File: config.mk
export PLATFORM = sky130hd
export DESIGN_NAME = gpio_function_clock_out
export DESIGN_NICKNAME = d
export VERILOG_FILES = /design/src/gpio_function_clock_out_pkg.sv /design/src/gpio_function_clock_out.sv
export SDC_FILE = /design/constraint.sdc
export NUM_CORES = 1
export LEC_CHECK = 0
export BUFFER_PORTS_ARGS = -buffer_cell sky130_fd_sc_hd__buf_2
export CORE_MARGIN = 1.5
export CORE_UTILIZATION = 44
export CTS_CLUSTER_DIAMETER = 80
export DETAILED_ROUTE_END_ITERATION = 10
export GPL_ROUTABILITY_DRIVEN = 0
export SYNTH_ARGS = -nofsm -noshare
export SYNTH_HDL_FRONTEND = slang
export SYNTH_SLANG_ARGS = --single-unit
File: constraint.sdc
create_clock -name pclk -period 4.7 [get_ports pclk]
set_input_delay 0 -clock pclk [delete_from_list [all_inputs] [get_ports pclk]]
set_output_delay 0 -clock pclk [all_outputs]
set_load 0.01 [all_outputs]
File: src/gpio_function_clock_out_pkg.sv
// Constants shared by the pin function and clock output block.
// Summary of operation
// Logic code: drive level, or take input
// Codes 02h/03h drive request line state
// Code 04h system clock, 3Dh async clock
// Codes 05h/06h route locked loop clocks
// Codes 08h/09h modulators; 00h no function
// Shutdown status drives 1 when shutdown done
// Level reads debounced input, ignoring inversion
// Debounced input edges both raise events
// Edge event bits latch until cleared
// Software should enable debounce on buttons
// Level field reads back input, not stored
// Invert bit flips the driven pin level
// First request line always on interrupt pin
// Two request lines, each source maskable
// System clock output enable bit 15
// Five-bit divider; 0 and 1 divide by one
// Source select picks one of four rates
// 44.1k family swaps in the lower rates
// Software keeps source rate below clock rate
// Async output register with same layout
// Async family follows async sample rate
// Software disables output before changing divider
// Disabled output low, restarts cleanly
`default_nettype none
package gpio_function_clock_out_pkg;
   // Register indices; byte address is four times the index.
   localparam logic [9:0] IDX_SYS_CLKOUT   = 10'h149;
   localparam logic [9:0] IDX_ASYNC_CLKOUT = 10'h14a;
   localparam logic [9:0] IDX_PIN_CFG_BASE = 10'h100;
   localparam logic [9:0] IDX_EVENT_STATUS = 10'h110;
   localparam logic [9:0] IDX_MASK_FIRST   = 10'h111;
   localparam logic [9:0] IDX_MASK_SECOND  = 10'h112;

   // Clock output control fields.
   localparam int CLK_EN_BIT   = 15;
   localparam int CLK_DIV_LSB  = 3;
   localparam int CLK_SEL_LSB  = 0;
   localparam logic [15:0] CLK_CTL_RESET = 16'h0000;

   // Pin configuration fields.
   localparam int PIN_DIR_BIT  = 15;
   localparam int PIN_INV_BIT  = 14;
   localparam int PIN_DEB_BIT  = 13;
   localparam int PIN_LVL_BIT  = 12;
   localparam int PIN_FN_LSB   = 0;
   localparam logic [15:0] PIN_CFG_MASK  = 16'hf07f;
   localparam logic [15:0] PIN_CFG_RESET = 16'h8001;

   // Pin function codes.
   localparam logic [6:0] FN_NONE     = 7'h00;
   localparam logic [6:0] FN_LOGIC    = 7'h01;
   localparam logic [6:0] FN_REQ1     = 7'h02;
   localparam logic [6:0] FN_REQ2     = 7'h03;
   localparam logic [6:0] FN_SYS_CLK  = 7'h04;
   localparam logic [6:0] FN_LL1      = 7'h05;
   localparam logic [6:0] FN_LL2      = 7'h06;
   localparam logic [6:0] FN_PM1      = 7'h08;
   localparam logic [6:0] FN_PM2      = 7'h09;
   localparam logic [6:0] FN_ASYNC    = 7'h3d;
   localparam logic [6:0] FN_SPK_DOWN = 7'h61;

   // Sample rate field pattern 01XXX marks the 44.1 kHz family.
   localparam logic [1:0] FAMILY_44K_TOP = 2'b01;

   localparam int DEBOUNCE_CYCLES = 16;
   localparam int NUM_PINS        = 5;
endpackage
`default_nettype wire

File: src/gpio_function_clock_out.sv
// Pin function multiplexer, input debounce, edge events, clock outputs.
//
// Decided for this implementation: the APB register port.
`default_nettype none
module gpio_function_clock_out
   import gpio_function_clock_out_pkg::*;
#(
   parameter int PINS     = NUM_PINS,
   parameter int DEBOUNCE = DEBOUNCE_CYCLES
) (
   input  wire logic            pclk,
   input  wire logic            presetn,
   input  wire logic [11:0]     paddr,
   input  wire logic            psel,
   input  wire logic            penable,
   input  wire logic            pwrite,
   input  wire logic [31:0]     pwdata,
   output var  logic [31:0]     prdata,
   output var  logic            pready,
   output var  logic            pslverr,
   input  wire logic [PINS-1:0] pin_in,
   output var  logic [PINS-1:0] pin_out,
   output var  logic [PINS-1:0] pin_oe_n,
   output var  logic            interrupt_pin,
   input  wire logic            first_locked_loop_clk,
   input  wire logic            second_locked_loop_clk,
   input  wire logic            first_pulse_modulator,
   input  wire logic            second_pulse_modulator,
   input  wire logic            speaker_shutdown_done,
   input  wire logic [4:0]      sys_sample_rate,
   input  wire logic [4:0]      async_sample_rate,
   input  wire logic [3:0]      sys_tick_48k,
   input  wire logic [3:0]      sys_tick_44k,
   input  wire logic [3:0]      async_tick_48k,
   input  wire logic [3:0]      async_tick_44k
);
   localparam int DW = $clog2(DEBOUNCE + 1);
   localparam logic [DW-1:0] DEB_LAST = DW'(DEBOUNCE);

   typedef struct packed {
      logic [PINS-1:0][15:0]   cfg;
      logic [PINS-1:0]         deb;
      logic [PINS-1:0][DW-1:0] deb_cnt;
      logic [PINS-1:0]         status;
      logic [PINS-1:0]         mask1;
      logic [PINS-1:0]         mask2;
      logic [15:0]             sys_ctl;
      logic [15:0]             async_ctl;
      logic [4:0]              sys_cnt;
      logic                    sys_clk;
      logic [4:0]              async_cnt;
      logic                    async_clk;
      logic                    req1;
      logic                    req2;
      logic                    primed;
      logic                    irq_pin;
      logic [PINS-1:0]         pin_out;
      logic [PINS-1:0]         pin_oe_n;
      logic [31:0]             prdata;
      logic                    pready;
      logic                    pslverr;
   } state_t;

   state_t s_q;
   state_t s_d;

   // Picks the source tick for a select code; reserved codes give none.
   function automatic logic pick_tick(input logic [2:0] sel,
                                      input logic [4:0] rate,
                                      input logic [3:0] t48,
                                      input logic [3:0] t44);
      logic fam44;
      fam44 = (rate[4:3] == FAMILY_44K_TOP);
      if (sel[2]) begin
         return 1'b0;
      end
      return fam44 ? t44[sel[1:0]] : t48[sel[1:0]];
   endfunction

   // One divider step: returns the next count and output level.
   function automatic logic [5:0] div_step(input logic [15:0] ctl,
                                           input logic       tick,
                                           input logic [4:0] cnt,
                                           input logic       clk);
      logic [4:0] n;
      logic [4:0] div;
      div = ctl[CLK_DIV_LSB +: 5];
      n = (div <= 5'h01) ? 5'h01 : div;
      if (!ctl[CLK_EN_BIT]) begin
         return 6'h00;
      end
      if (!tick) begin
         return {cnt, clk};
      end
      if (cnt + 5'h01 >= n) begin
         return {5'h00, ~clk};
      end
      return {cnt + 5'h01, clk};
   endfunction

   logic [9:0]  idx;
   logic        setup;
   logic        wr;
   logic [5:0]  sys_step;
   logic [5:0]  async_step;
   logic        sys_tick;
   logic        async_tick;

   assign idx   = paddr[11:2];
   assign setup = psel & ~penable;
   assign wr    = psel & penable & pwrite & s_q.pready;

   always_comb begin
      logic [PINS-1:0] edges;
      logic [PINS-1:0] clr;
      logic [6:0]      fn;
      logic            drive;
      logic            val;
      logic            hit;
      logic [31:0]     rd;
      edges = '0;
      clr   = '0;
      fn    = FN_NONE;
      drive = 1'b0;
      val   = 1'b0;
      hit   = 1'b0;
      rd    = 32'h0000_0000;
      s_d   = s_q;

      // Register writes take effect at the access edge.
      if (wr) begin
         if (idx == IDX_SYS_CLKOUT) begin
            s_d.sys_ctl = pwdata[15:0] & 16'h80ff;
         end
         if (idx == IDX_ASYNC_CLKOUT) begin
            s_d.async_ctl = pwdata[15:0] & 16'h80ff;
         end
         if (idx == IDX_EVENT_STATUS) begin
            clr = pwdata[PINS-1:0];
         end
         if (idx == IDX_MASK_FIRST) begin
            s_d.mask1 = pwdata[PINS-1:0];
         end
         if (idx == IDX_MASK_SECOND) begin
            s_d.mask2 = pwdata[PINS-1:0];
         end
      end

      for (int i = 0; i < PINS; i++) begin
         if (wr && idx == IDX_PIN_CFG_BASE + 10'(i)) begin
            s_d.cfg[i] = pwdata[15:0] & PIN_CFG_MASK;
         end
         // Debounce: a new level must stand for DEBOUNCE cycles.
         if (!s_q.cfg[i][PIN_DEB_BIT]) begin
            s_d.deb[i]     = pin_in[i];
            s_d.deb_cnt[i] = '0;
         end else if (pin_in[i] == s_q.deb[i]) begin
            s_d.deb_cnt[i] = '0;
         end else if (s_q.deb_cnt[i] >= DEB_LAST - DW'(1)) begin
            s_d.deb[i]     = pin_in[i];
            s_d.deb_cnt[i] = '0;
         end else begin
            s_d.deb_cnt[i] = s_q.deb_cnt[i] + DW'(1);
         end
         // No event in the first cycle after reset, when the debounced
         // level first takes up a pin that may idle high.
         edges[i] = s_q.primed & (s_d.deb[i] ^ s_q.deb[i]);
      end

      // Set wins over a clear in the same cycle.
      s_d.status = (s_q.status & ~clr) | edges;
      s_d.req1 = |(s_d.status & ~s_d.mask1);
      s_d.req2 = |(s_d.status & ~s_d.mask2);
      s_d.irq_pin = s_d.req1;
      s_d.primed = 1'b1;

      {s_d.sys_cnt, s_d.sys_clk} =
         div_step(s_q.sys_ctl, sys_tick, s_q.sys_cnt, s_q.sys_clk);
      {s_d.async_cnt, s_d.async_clk} =
         div_step(s_q.async_ctl, async_tick, s_q.async_cnt, s_q.async_clk);

      // Pin multiplexer.
      for (int i = 0; i < PINS; i++) begin
         fn    = s_q.cfg[i][PIN_FN_LSB +: 7];
         drive = 1'b1;
         val   = 1'b0;
         case (fn)
            FN_LOGIC: begin
               drive = ~s_q.cfg[i][PIN_DIR_BIT];
               val   = s_q.cfg[i][PIN_LVL_BIT];
            end
            FN_REQ1:     val = s_q.req1;
            FN_REQ2:     val = s_q.req2;
            FN_SYS_CLK:  val = s_q.sys_clk;
            FN_ASYNC:    val = s_q.async_clk;
            FN_LL1:      val = first_locked_loop_clk;
            FN_LL2:      val = second_locked_loop_clk;
            FN_PM1:      val = first_pulse_modulator;
            FN_PM2:      val = second_pulse_modulator;
            FN_SPK_DOWN: val = speaker_shutdown_done;
            default:     drive = 1'b0;
         endcase
         s_d.pin_out[i]  = drive & (val ^ s_q.cfg[i][PIN_INV_BIT]);
         s_d.pin_oe_n[i] = ~drive;
      end

      // Read data is prepared in the setup cycle; one access cycle.
      if (idx == IDX_SYS_CLKOUT) begin
         rd  = {16'h0000, s_q.sys_ctl};
         hit = 1'b1;
      end
      if (idx == IDX_ASYNC_CLKOUT) begin
         rd  = {16'h0000, s_q.async_ctl};
         hit = 1'b1;
      end
      if (idx == IDX_EVENT_STATUS) begin
         rd  = 32'(s_q.status);
         hit = 1'b1;
      end
      if (idx == IDX_MASK_FIRST) begin
         rd  = 32'(s_q.mask1);
         hit = 1'b1;
      end
      if (idx == IDX_MASK_SECOND) begin
         rd  = 32'(s_q.mask2);
         hit = 1'b1;
      end
      for (int i = 0; i < PINS; i++) begin
         if (idx == IDX_PIN_CFG_BASE + 10'(i)) begin
            rd = {16'h0000, s_q.cfg[i]};
            rd[PIN_LVL_BIT] = s_q.deb[i];
            hit = 1'b1;
         end
      end
      s_d.pready  = setup;
      s_d.prdata  = (setup && !pwrite && hit) ? rd : 32'h0000_0000;
      s_d.pslverr = setup & ~hit;
   end

   assign sys_tick = pick_tick(s_q.sys_ctl[CLK_SEL_LSB +: 3],
                               sys_sample_rate, sys_tick_48k, sys_tick_44k);
   assign async_tick = pick_tick(s_q.async_ctl[CLK_SEL_LSB +: 3],
                                 async_sample_rate, async_tick_48k,
                                 async_tick_44k);

   always_ff @(posedge pclk or negedge presetn) begin
      if (!presetn) begin
         s_q           <= '0;
         s_q.cfg       <= {PINS{PIN_CFG_RESET}};
         s_q.sys_ctl   <= CLK_CTL_RESET;
         s_q.async_ctl <= CLK_CTL_RESET;
         s_q.mask1     <= '1;
         s_q.mask2     <= '1;
         s_q.pin_oe_n  <= '1;
      end else begin
         s_q <= s_d;
      end
   end

   assign prdata        = s_q.prdata;
   assign pready        = s_q.pready;
   assign pslverr       = s_q.pslverr;
   assign pin_out       = s_q.pin_out;
   assign pin_oe_n      = s_q.pin_oe_n;
   assign interrupt_pin = s_q.irq_pin;
endmodule // gpio_function_clock_out
`default_nettype wire

Word-level counts from Yosys, hierarchy flattened
Cells that the tools add are included.
- word-level logic and storage cells: 286
- register bits: 177
- output and inout bits: 45
- equal/unequal tests: 69
- $lt $le $gt $ge: 11
- reductions and logical operators: 17
- multiplexer cells: 108
- $add $sub $neg: 7
- bitwise logic cells: 46
- operators with widths (cell ; count):
    32-bit 2-to-1 mux ; 10
    7-bit by 3-bit == test with 1-bit output (second input constant) ; 15
    5-bit 2-to-1 mux ; 21
    10-bit by 9-bit == test with 1-bit output (second input constant) ; 10
    6-bit 2-to-1 mux ; 12
    7-bit by 2-bit == test with 1-bit output (second input constant) ; 10
    7-bit by 4-bit == test with 1-bit output (second input constant) ; 10
    1-bit case mux with 10 select lines ; 5
    16-bit 2-to-1 mux ; 3
    1-bit 2-to-1 mux ; 47
    9-bit OR reduction ; 5
    42-bit 2-to-1 mux ; 1
    5-bit by 1-bit adder with 5-bit output (second input constant) ; 7
    7-bit by 1-bit == test with 1-bit output (second input constant) ; 5
    7-bit by 6-bit == test with 1-bit output (second input constant) ; 5
    7-bit == test (second input constant) ; 5
    5-bit by 4-bit greater-or-equal comparator with 1-bit output (second input constant) ; 5
    1-bit AND ; 15
    5-bit AND ; 3
    5-bit NOT ; 3
    1-bit NOT ; 14
    5-bit greater-or-equal comparator ; 2
    5-bit by 1-bit <= comparator with 1-bit output (second input constant) ; 2
    1-bit case mux with 2 select lines ; 5
    other kinds (11) ; 38

Depth between registers and ports, before layout
Gate-level depths: netlist of run 1.
- depth in word-level cells: 13
- depth in mapped cells: 9

Least setup slack after synthesis of run 1
Ideal clock, no wire load.
- path kind: in2reg
- from: in paddr[11]
- to: reg s_q[186] (netlist name)
- data arrival time: 1967 ps
- stages: 7
- setup slack: 2605 ps
- setup time: 128 ps
- data required time: 4572 ps
- path buffers: 3
- path through: or4b_4 -> buf_6 -> or4_4 -> buf_6 -> nor3_4 -> buf_6 -> mux2_1
- cells in the longest elaborated chain, start to end: 2
- RTL lines (element ; RTL line ; text):
    start, declared ; gpio_function_clock_out.sv:13 ; input wire logic [11:0] paddr,
    10-bit by 9-bit == test with 1-bit output ; gpio_function_clock_out.sv:150 ; if (wr && idx == IDX_PIN_CFG_BASE + 10'(i)) begin
    1-bit logical AND ; gpio_function_clock_out.sv:150 ;
    end, declared ; gpio_function_clock_out.sv:64 ; state_t s_q;
Every way passes these cells.
A chain may end at the register's enable or synchronous reset.

==> results of run 1 <==
==> power breakdown <==
part | internal, mW | total (mW) | switching (mW)
clock | 0.877 | 1.43 | 0.558
sequential | 1.36 | 1.36 | 0.00442
combinational | 0.0565 | 0.174 | 0.117
total | 2.29 | 2.97 | 0.680
==> layout by cell type (no fill, tap or decap), types with 6 or more instances in the layout <==
cell type	Yosys	layout
dfrtp_1	132	132
nand2_1	80	80
buf_2	5	80
nor2_1	65	65
mux2_2	63	63
o21ai_0	46	46
a21oi_1	40	40
inv_1	30	30
nand3_1	28	28
dfstp_2	25	25
ha_1	22	22
conb_1	2	21
dlygate4sd3_1	0	20
nor2b_1	19	19
mux2i_1	17	17
a22oi_1	17	17
clkbuf_16	0	17
nor3_1	16	16
xnor2_1	15	15
nor4_1	15	15
nand2b_1	14	14
and3_1	12	12
a21o_1	10	10
mux2_1	10	10
mux2_4	10	10
nand4_1	9	9
o22ai_1	8	8
nand3b_1	8	8
a32o_1	8	8
mux4_2	7	7
xor2_1	6	6
or2_2	6	6
a31oi_1	6	6
==> cell type report <==
cell class | instances | share of cell area
clock buffers | 22 | 0.0460
flip-flops and latches | 157 | 0.384
well taps | 270 | 0.0328
repair buffers | 104 | 0.0615
inverters | 30 | 0.0109
multi-input cells | 657 | 0.451
clock inverters | 10 | 0.0135
==> cell families after synthesis <==
logic type / after synthesis / synth area share
adders and majority gates: 22 / 0.0300
buffers and inverters: 120 / 0.0701
DFF: 157 / 0.431
xor gates and xnor gates: 21 / 0.0200
muxes: 107 / 0.141
other: 2 / 0.000817
and+or+nand+nor: 304 / 0.173
AOI/OAI and AO/OA: 182 / 0.133
==> through the flow <==
step,std cells,setup WS (ns)
after CTS,1250,2.35
after global routing,1250,2.14
final,1250,2.29
after detailed placement,1198,1.91
after floorplan,934,2.61
after global placement,1198,1.95
==> how the worst max path moves through the flow <==
stage / start / endpoint / slack (ns) / depth (start not counted)
finish: paddr[2] / prdata[0] / 2.29 / 7
global route: paddr[2] / prdata[0] / 2.14 / 7
CTS: paddr[2] / prdata[0] / 2.35 / 7
detailed placement: paddr[2] / prdata[0] / 1.91 / 7
global placement: paddr[2] / prdata[0] / 1.95 / 7
floorplan: paddr[11] / s_q[186] / 2.61 / 7
==> worst reg2reg max path, cell delays in order, from the launching register on <==
cell and delay, ns:
dfrtp_1 0.36, and4_1 0.52, nand3_1 0.64, mux2_2 0.49
==> cell usage after synthesis (6+ instances only) <==
library cell,count,share of area
and3_1,12,0.0082
or2_2,6,0.0041
mux2i_1,17,0.019
nor2b_1,19,0.013
a32o_1,8,0.0087
nand4_1,9,0.0061
nor4_1,15,0.010
xor2_1,6,0.0057
a21oi_1,40,0.022
mux2_1,10,0.012
mux2_4,10,0.016
a31oi_1,6,0.0041
nor3_1,16,0.0087
ha_1,22,0.030
mux4_2,7,0.017
nand2_1,80,0.033
mux2_2,63,0.077
nand3_1,28,0.015
dfrtp_1,132,0.36
nor2_1,65,0.027
buf_4,42,0.034
o21ai_0,46,0.025
clkbuf_1,36,0.015
a22oi_1,17,0.014
xnor2_1,15,0.014
nand2b_1,14,0.0095
nand3b_1,8,0.0065
o22ai_1,8,0.0054
inv_1,30,0.012
a21o_1,10,0.0082
dfstp_2,25,0.071
==> layer usage <==
layer / share of wire / track usage / routed length, um / vias up
met5: 0 / 0 / 0 / -
met4: 0.024 / 0.0780 / 564 / 0
met3: 0.052 / 0.0432 / 1240 / 40
met2: 0.47 / 0.362 / 11200 / 224
met1: 0.46 / 0.321 / 11000 / 3478
li1: - / - / - / 3346
==> registers in the layout (all words and copies together) (netlist names) <==
register / flops
pready: 1
pin_oe_n: 5
s_q: 132
pin_out: 5
interrupt_pin: 1
pslverr: 1
prdata: 12
==> impl_metrics.json, run 1 <==
{
  "num_vias": 7088,
  "fin_nets": 1074,
  "path_delay_family": "compound AO/OA/AOI/OAI gates",
  "synth-main-ff-cell": "dfrtp_1",
  "ys_seq_area_frac": 0.431,
  "antenna_left": 0,
  "io_buffers": 81,
  "wl_um": 24000,
  "first_pass_iters": 5,
  "layout-drive-gt1-share": 0.244,
  "final_hold_viol_count": 0,
  "critPathSlowestCell": "a2111o_1",
  "die_area_um2": 21800,
  "r2r_slack_ns": 2.57,
  "postCtsSetupRepairBufs": 0,
  "end_kind": "register",
  "ioPinCount": 130,
  "multiInputGateArea_um2": 4650,
  "placed_cell_area_um2": 9500,
  "hold_end": "pslverr",
  "arrival_ns": 2.68,
  "finalClockSkew_ns": 0.00789,
  "critPathMaxStageDelay_ns": 0.68,
  "tightest_slew_ns": 0.981,
  "netlist_area_um2": 9190,
  "cts_buffer_depth": 2,
  "final_area_um2": 10300,
  "start_util": 0.451,
  "yosysWarnings": 0,
  "fin_crit_sh": 0.513,
  "p_total_mw": 2.97,
  "hold_start": "paddr[9]",
  "timing.critical_path.buf_inv": 1,
  "synth-seq-cells": 157,
  "p_per_area_nw_per_um2": 288,
  "grt_pass1_wl_um": 38300,
  "overflow": 0,
  "crit_path_start_kind": "input port",
  "outcome": "finished, final reports clean",
  "period_needed_ns": 2.41,
  "clock-sinks": 157,
  "core_um2": 20400,
  "whs_path_depth": 4,
  "antenna_found_initial": 0,
  "max_slew_margin": 0.345,
  "r2r_cells": 3,
  "rsz0062_at_grt": "false",
  "crit_type": "in -> reg",
  "dp_hpwl_um": 16900,
  "max-vdd-ir-drop_v": 0.000269,
  "drv_slew": 0,
  "grt_start_max_net_pins": 82,
  "cts_max_level": 4,
  "via_per_inst": 5.67,
  "die-width_um": 148,
  "drv_cap": 0,
  "root_buffer": "clkbuf_16",
  "setup_viol": 0,
  "seq_area_um2": 3960,
  "fin_hold_ws_ns": 0.0370,
  "syn_inst": 915,
  "r2r-end": "s_q[149]",
  "grt_pass1_vias": 6784,
  "antennaDiodeCount": 0,
  "path_clk_slew_ns": 0.06,
  "crit_fanout": 37,
  "grt_usage": 0.231,
  "drt_iter0_drc": 459,
  "syn_to_final_growth_pct": 12.2,
  "p_leak_nw": 4.53,
  "critPathRequiredTime_ns": 4.97,
  "fillers": 1902,
  "cp_cell_sequence": "buf_2 > nand2b_1 > a21o_1 > a21oi_1 > o21bai_1 > a2111o_1 > a2111oi_2",
  "placementRows": 52,
  "drc": 0,
  "clk_latency_ns": 0.43,
  "timing.setup.tns_ns": 0,
  "fin_util": 0.506,
  "wire_per_inst_um": 19.2,
  "cts_hold_buf": 20,
  "cts_tree": "built",
  "synth.avg_cell_area_um2": 10.0,
  "synth_cell_types": 75,
  "fmax_mhz": 415,
  "min_path_type": "in -> reg",
  "synth_edf_count": 0,
  "reg2reg_from": "pready",
  "async_flop_share": 1.00,
  "die_h_um": 148,
  "cts_inserted_buffers": 17,
  "ctsResizeCount": 0
}
No activity file was read; power rests on OpenSTA's default activity.
==> inputs of run 2 (changes only) <==
--- a/config.mk
+++ b/config.mk
@@ -11,6 +11,7 @@
 export CTS_CLUSTER_DIAMETER = 80
 export DETAILED_ROUTE_END_ITERATION = 10
 export GPL_ROUTABILITY_DRIVEN = 0
+export PLACE_DENSITY = 0.66
 export SYNTH_ARGS = -nofsm -noshare
 export SYNTH_HDL_FRONTEND = slang
 export SYNTH_SLANG_ARGS = --single-unit
==> constraint.sdc (replaced) <==
create_clock -name pclk -period 2.2 [get_ports pclk]
set_input_delay 0 -clock pclk [delete_from_list [all_inputs] [get_ports pclk]]
set_output_delay 0 -clock pclk [all_outputs]
set_load 0.01 [all_outputs]
==> impl_metrics.json, run 2 (synthesis gave the netlist of run 1 again) <==
{
  "layout_commonest_cell": "dfrtp_1",
  "finalClockSkew_ns": 0.0125,
  "switching_share": 0.236,
  "antenna_found_initial": 1,
  "fillers": 1838,
  "crit_type": "reg -> reg",
  "tightest_slew_ns": 0.596,
  "intPower_mw": 4.82,
  "num_vias": 7264,
  "clock-sinks": 157,
  "crit_path_start_kind": "register",
  "fin_crit_sh": 0.935,
  "largest_register_ffs": 132,
  "r2r_cells": 9,
  "layout_common_cells": "dfrtp_1, nand2_1, buf_2",
  "r2r_slack_ns": 0.14,
  "max-vdd-ir-drop_v": 0.000487,
  "core_um2": 20400,
  "timing.setup.tns_ns": 0,
  "final_hold_viol_count": 0,
  "drc": 0,
  "crit_fanout": 4,
  "die_h_um": 148,
  "wl_um": 23900,
  "die-width_um": 148,
  "cts_tree": "built",
  "period_needed_ns": 2.06,
  "drv_slew": 0,
  "fmax_mhz": 486,
  "multiInputGateArea_um2": 4670,
  "rsz0062_at_grt": "false",
  "antenna_left": 0,
  "outcome": "finished, final reports clean",
  "arrival_ns": 2.42,
  "layout-drive-gt1-share": 0.277,
  "grt_start_max_net_pins": 56,
  "dp_hpwl_um": 17200,
  "r2r-end": "s_q[58]",
  "cts_buffer_depth": 2,
  "end_kind": "register",
  "fin_nets": 1113,
  "power_frac_clock": 0.475,
  "cts_inserted_buffers": 17,
  "clk_latency_ns": 0.43,
  "start_util": 0.451,
  "seqPwrFrac": 0.461,
  "drv_cap": 0,
  "overflow": 0,
  "setup_viol": 0,
  "ioPinCount": 130,
  "min_path_type": "in -> async",
  "drt_iter0_drc": 498,
  "grt_usage": 0.228,
  "fin_util": 0.525,
  "antennaDiodeCount": 0,
  "max_slew_margin": 0.599,
  "wire_per_inst_um": 18.5,
  "via_per_inst": 5.64,
  "grt_pass1_vias": 7021,
  "combPwrFrac": 0.063,
  "syn_to_final_growth_pct": 16.4,
  "p_leak_nw": 4.74,
  "placementRows": 52,
  "first_pass_iters": 4,
  "path_clk_slew_ns": 0.06,
  "grt_pass1_wl_um": 38200,
  "top_register": "s_q",
  "critPathRequiredTime_ns": 2.56,
  "p_sw_mw": 1.49,
  "io_buffers": 81,
  "reg2reg_from": "s_q[81]",
  "root_buffer": "clkbuf_16",
  "p_per_area_nw_per_um2": 590,
  "cts_max_level": 4,
  "die_area_um2": 21800,
  "seq_area_um2": 3960
}
==> run 2: power groups by stage <==
stage	logic, mW	registers, mW	clock network (mW)
final	0.400	2.91	3.00
after global routing	0.442	2.91	3.17
after CTS	0.402	2.91	3.05
after detailed placement	0.372	2.96	0
after global placement	0.371	2.96	0
after floorplan	0.184	2.96	0
==> run 2: what timing repair did <==
item / in CTS / in global routing
setup endpoints to repair: 0 / 7
hold buffers: 21 / 0
buffers inserted: 0 / 1
resized for setup: 0 / 5
hold endpoints to repair: 183 / 0
==> run 2: worst max-delay path by stage <==
stage | endpoint | cells after the start | from | slack (ns)
2_1_floorplan | s_q[186] | 7 | paddr[11] | 0.11
3_3_place_gp | prdata[1] | 8 | paddr[11] | -0.15
3_5_place_dp | prdata[1] | 8 | paddr[11] | -0.1
4_1_cts | s_q[58] | 9 | s_q[81] | 0.11
5_1_grt | s_q[56] | 9 | s_q[81] | 0.002
6_report | s_q[58] | 9 | s_q[81] | 0.14
==> run 2: final cells by class <==
type / count / share of cell area
Sequential cell: 157 / 0.370
Timing Repair Buffer: 143 / 0.0940
Inverter: 30 / 0.0105
Clock inverter: 11 / 0.0123
Multi-Input combinational cell: 657 / 0.437
Clock buffer: 21 / 0.0440
Tap cell: 270 / 0.0316
==> run 2: per-layer routing <==
metal	up-vias	share of wire	wire [um]	track usage
li1	3428	-	-	-
met1	3556	0.45	10700	0.309
met2	233	0.47	11200	0.363
met3	47	0.057	1370	0.0404
met4	0	0.027	643	0.0865
met5	-	0	0	0
==> run 2: critical path, cell delays in order (launching register included) <==
cell and delay (ns):
dfrtp_1 0.38, inv_1 0.09, a41o_1 0.23, ha_1 0.26, nand2b_1 0.14, a21o_1 0.18
a21oi_1 0.18, o21a_1 0.20, and3_4 0.21, a32o_1 0.12
==> run 2: metrics by stage <==
stage / hold WS (ns) / setup slack, ns / area (um2) / total power [mW] / cells
6_report: 0.0913 / 0.144 / 10700 / 6.31 / 1289
5_1_grt: 0.103 / 0.00244 / 10700 / 6.52 / 1289
4_1_cts: 0.0589 / 0.112 / 10700 / 6.36 / 1288
3_5_place_dp: -0.0205 / -0.0991 / 9850 / 3.33 / 1235
3_3_place_gp: -0.0193 / -0.151 / 9850 / 3.33 / 1235
2_1_floorplan: -0.296 / 0.105 / 9260 / 3.14 / 934
==> inputs of run 3 (changes only) <==
--- a/config.mk
+++ b/config.mk
@@ -11,7 +11,7 @@
 export CTS_CLUSTER_DIAMETER = 80
 export DETAILED_ROUTE_END_ITERATION = 10
 export GPL_ROUTABILITY_DRIVEN = 0
-export PLACE_DENSITY = 0.66
+export GPL_TIMING_DRIVEN = 0
 export SYNTH_ARGS = -nofsm -noshare
 export SYNTH_HDL_FRONTEND = slang
 export SYNTH_SLANG_ARGS = --single-unit
==> constraint.sdc (replaced) <==
create_clock -name pclk -period 2.1 [get_ports pclk]
set_input_delay 0 -clock pclk [delete_from_list [all_inputs] [get_ports pclk]]
set_output_delay 0 -clock pclk [all_outputs]
set_load 0.01 [all_outputs]
==> impl_metrics.json, run 3 (synthesis gave the netlist of run 1 again) <==
{
  "outcome": "finished, final reports clean",
  "crit_fanout": 10,
  "overflow": 0,
  "io_buffers": 77,
  "antenna_found_initial": 0,
  "grt_pass1_wl_um": 38900,
  "die_h_um": 148,
  "via_per_inst": 5.50,
  "fillers": 1886,
  "max_slew_margin": 0.426,
  "start_util": 0.451,
  "grt_usage": 0.236,
  "grt_start_max_net_pins": 108,
  "top_register": "s_q",
  "layout_commonest_cell": "dfrtp_1",
  "layout_common_cells": "dfrtp_1, buf_2, nand2_1",
  "final_hold_viol_count": 0,
  "setup_viol": 0,
  "arrival_ns": 2.35,
  "fmax_mhz": 492,
  "period_needed_ns": 2.03,
  "fin_nets": 1164,
  "wire_per_inst_um": 18.6,
  "max-vdd-ir-drop_v": 0.000552,
  "drv_slew": 0,
  "fin_util": 0.537,
  "critPathRequiredTime_ns": 2.42,
  "min_path_type": "in -> reg",
  "crit_path_start_kind": "input port",
  "cts_buffer_depth": 2,
  "drc": 0,
  "dp_slack_ns": -0.663,
  "drt_iter0_drc": 639,
  "die_area_um2": 21800,
  "clock-sinks": 157,
  "drv_cap": 0,
  "ioPinCount": 130,
  "path_clk_slew_ns": 0.07,
  "finalClockSkew_ns": 0.00985,
  "layout-drive-gt1-share": 0.300,
  "syn_to_final_growth_pct": 19.0,
  "fin_crit_sh": 0.968,
  "die-width_um": 148,
  "cts_tree": "built",
  "core_um2": 20400,
  "cts_inserted_buffers": 17,
  "setup_ws_ns": 0.0673,
  "end_kind": "register",
  "clk_latency_ns": 0.43,
  "crit_type": "in -> reg",
  "dp_hpwl_um": 17900,
  "root_buffer": "clkbuf_16",
  "placementRows": 52,
  "wl_um": 24900,
  "cts_max_level": 4,
  "p_per_area_nw_per_um2": 589,
  "largest_register_ffs": 132,
  "p_total_mw": 6.44,
  "num_vias": 7372,
  "first_pass_iters": 5,
  "tightest_slew_ns": 0.861,
  "p_leak_nw": 4.87,
  "antennaDiodeCount": 0,
  "grt_pass1_vias": 6978,
  "antenna_left": 0
}
## run 3: changes by cell type in the layout (fill, tap and decap cells not counted), moves of 4 or more
cell,previous run,this run
buf_12,6,0
clkinv_4,1,5
clkbuf_1,1,30
buf_4,35,52
## run 3: path summary, 6_finish.rpt
kind / from / endpoint / slack, ns / cells past startpoint
max reg2reg: s_q[107] / s_q[46] / 0.09 / 9
max: paddr[11] / prdata[1] / 0.07 / 9
min: pwrite / prdata[3] / 0.03 / 3
min reg2reg: s_q[92] / s_q[92] / 0.47 / 2
min in group asynchronous: presetn / s_q[53] / 0.06 / 2
max in group asynchronous: presetn / s_q[137] / 1.18 / 3
## run 3: final cells by class
type                    count  area, um2  share of cell area
multi-input cells         657       4750               0.435
repair buffers            107        688              0.0629
well taps                 270        338              0.0309
plain buffers              87        524              0.0479
clock buffers              17        425              0.0389
inverters                  30        113              0.0103
clock inverters            15        133              0.0121
flip-flops and latches    157       3960               0.362
## run 3: where the power goes
part | switching, mW | internal [mW]
clock network | 1.39 | 1.56
logic | 0.281 | 0.163
registers | 0.00935 | 3.04
## run 3: critical path, stage by stage
cell	delay, ns
buf_2	0.10
or4b_4	0.57
buf_6	0.17
or4_4	0.47
buf_6	0.18
nor2_4	0.23
o2bb2ai_1	0.19
a221oi_1	0.13
a211oi_1	0.30
## run 3: layer usage
layer  wire (um)  track usage  share of wire  vias up
li1            -            -              -     3536
met1       11400        0.325           0.46     3594
met2       11700        0.379           0.47      207
met3        1320       0.0472          0.053       35
met4         454       0.0655          0.018        0
met5           0            0              0        -
## run 3: timing repair
| item | in CTS | in global routing |
|---|---|---|
| endpoints found under the hold margin | 175 | 0 |
| pin swaps | 0 | 14 |
| hold buffers | 19 | 0 |
| cloned | 0 | 0 |
| gates resized for setup | 2 | 32 |
| buffers inserted | 1 | 9 |
| endpoints found under the setup margin | 14 | 42 |
## run 3: per-stage QoR
stage	instances	TNS [ns]	hold WS (ns)	area [um2]
after floorplan	934	0	-0.296	9260
after global placement	1281	-217.37	0.269	9980
after detailed placement	1282	-17.25	-0.0614	10000
after CTS	1332	0	0.0147	10800
after global routing	1340	-0.00115	0.0389	10900
final	1340	0	0.0335	10900
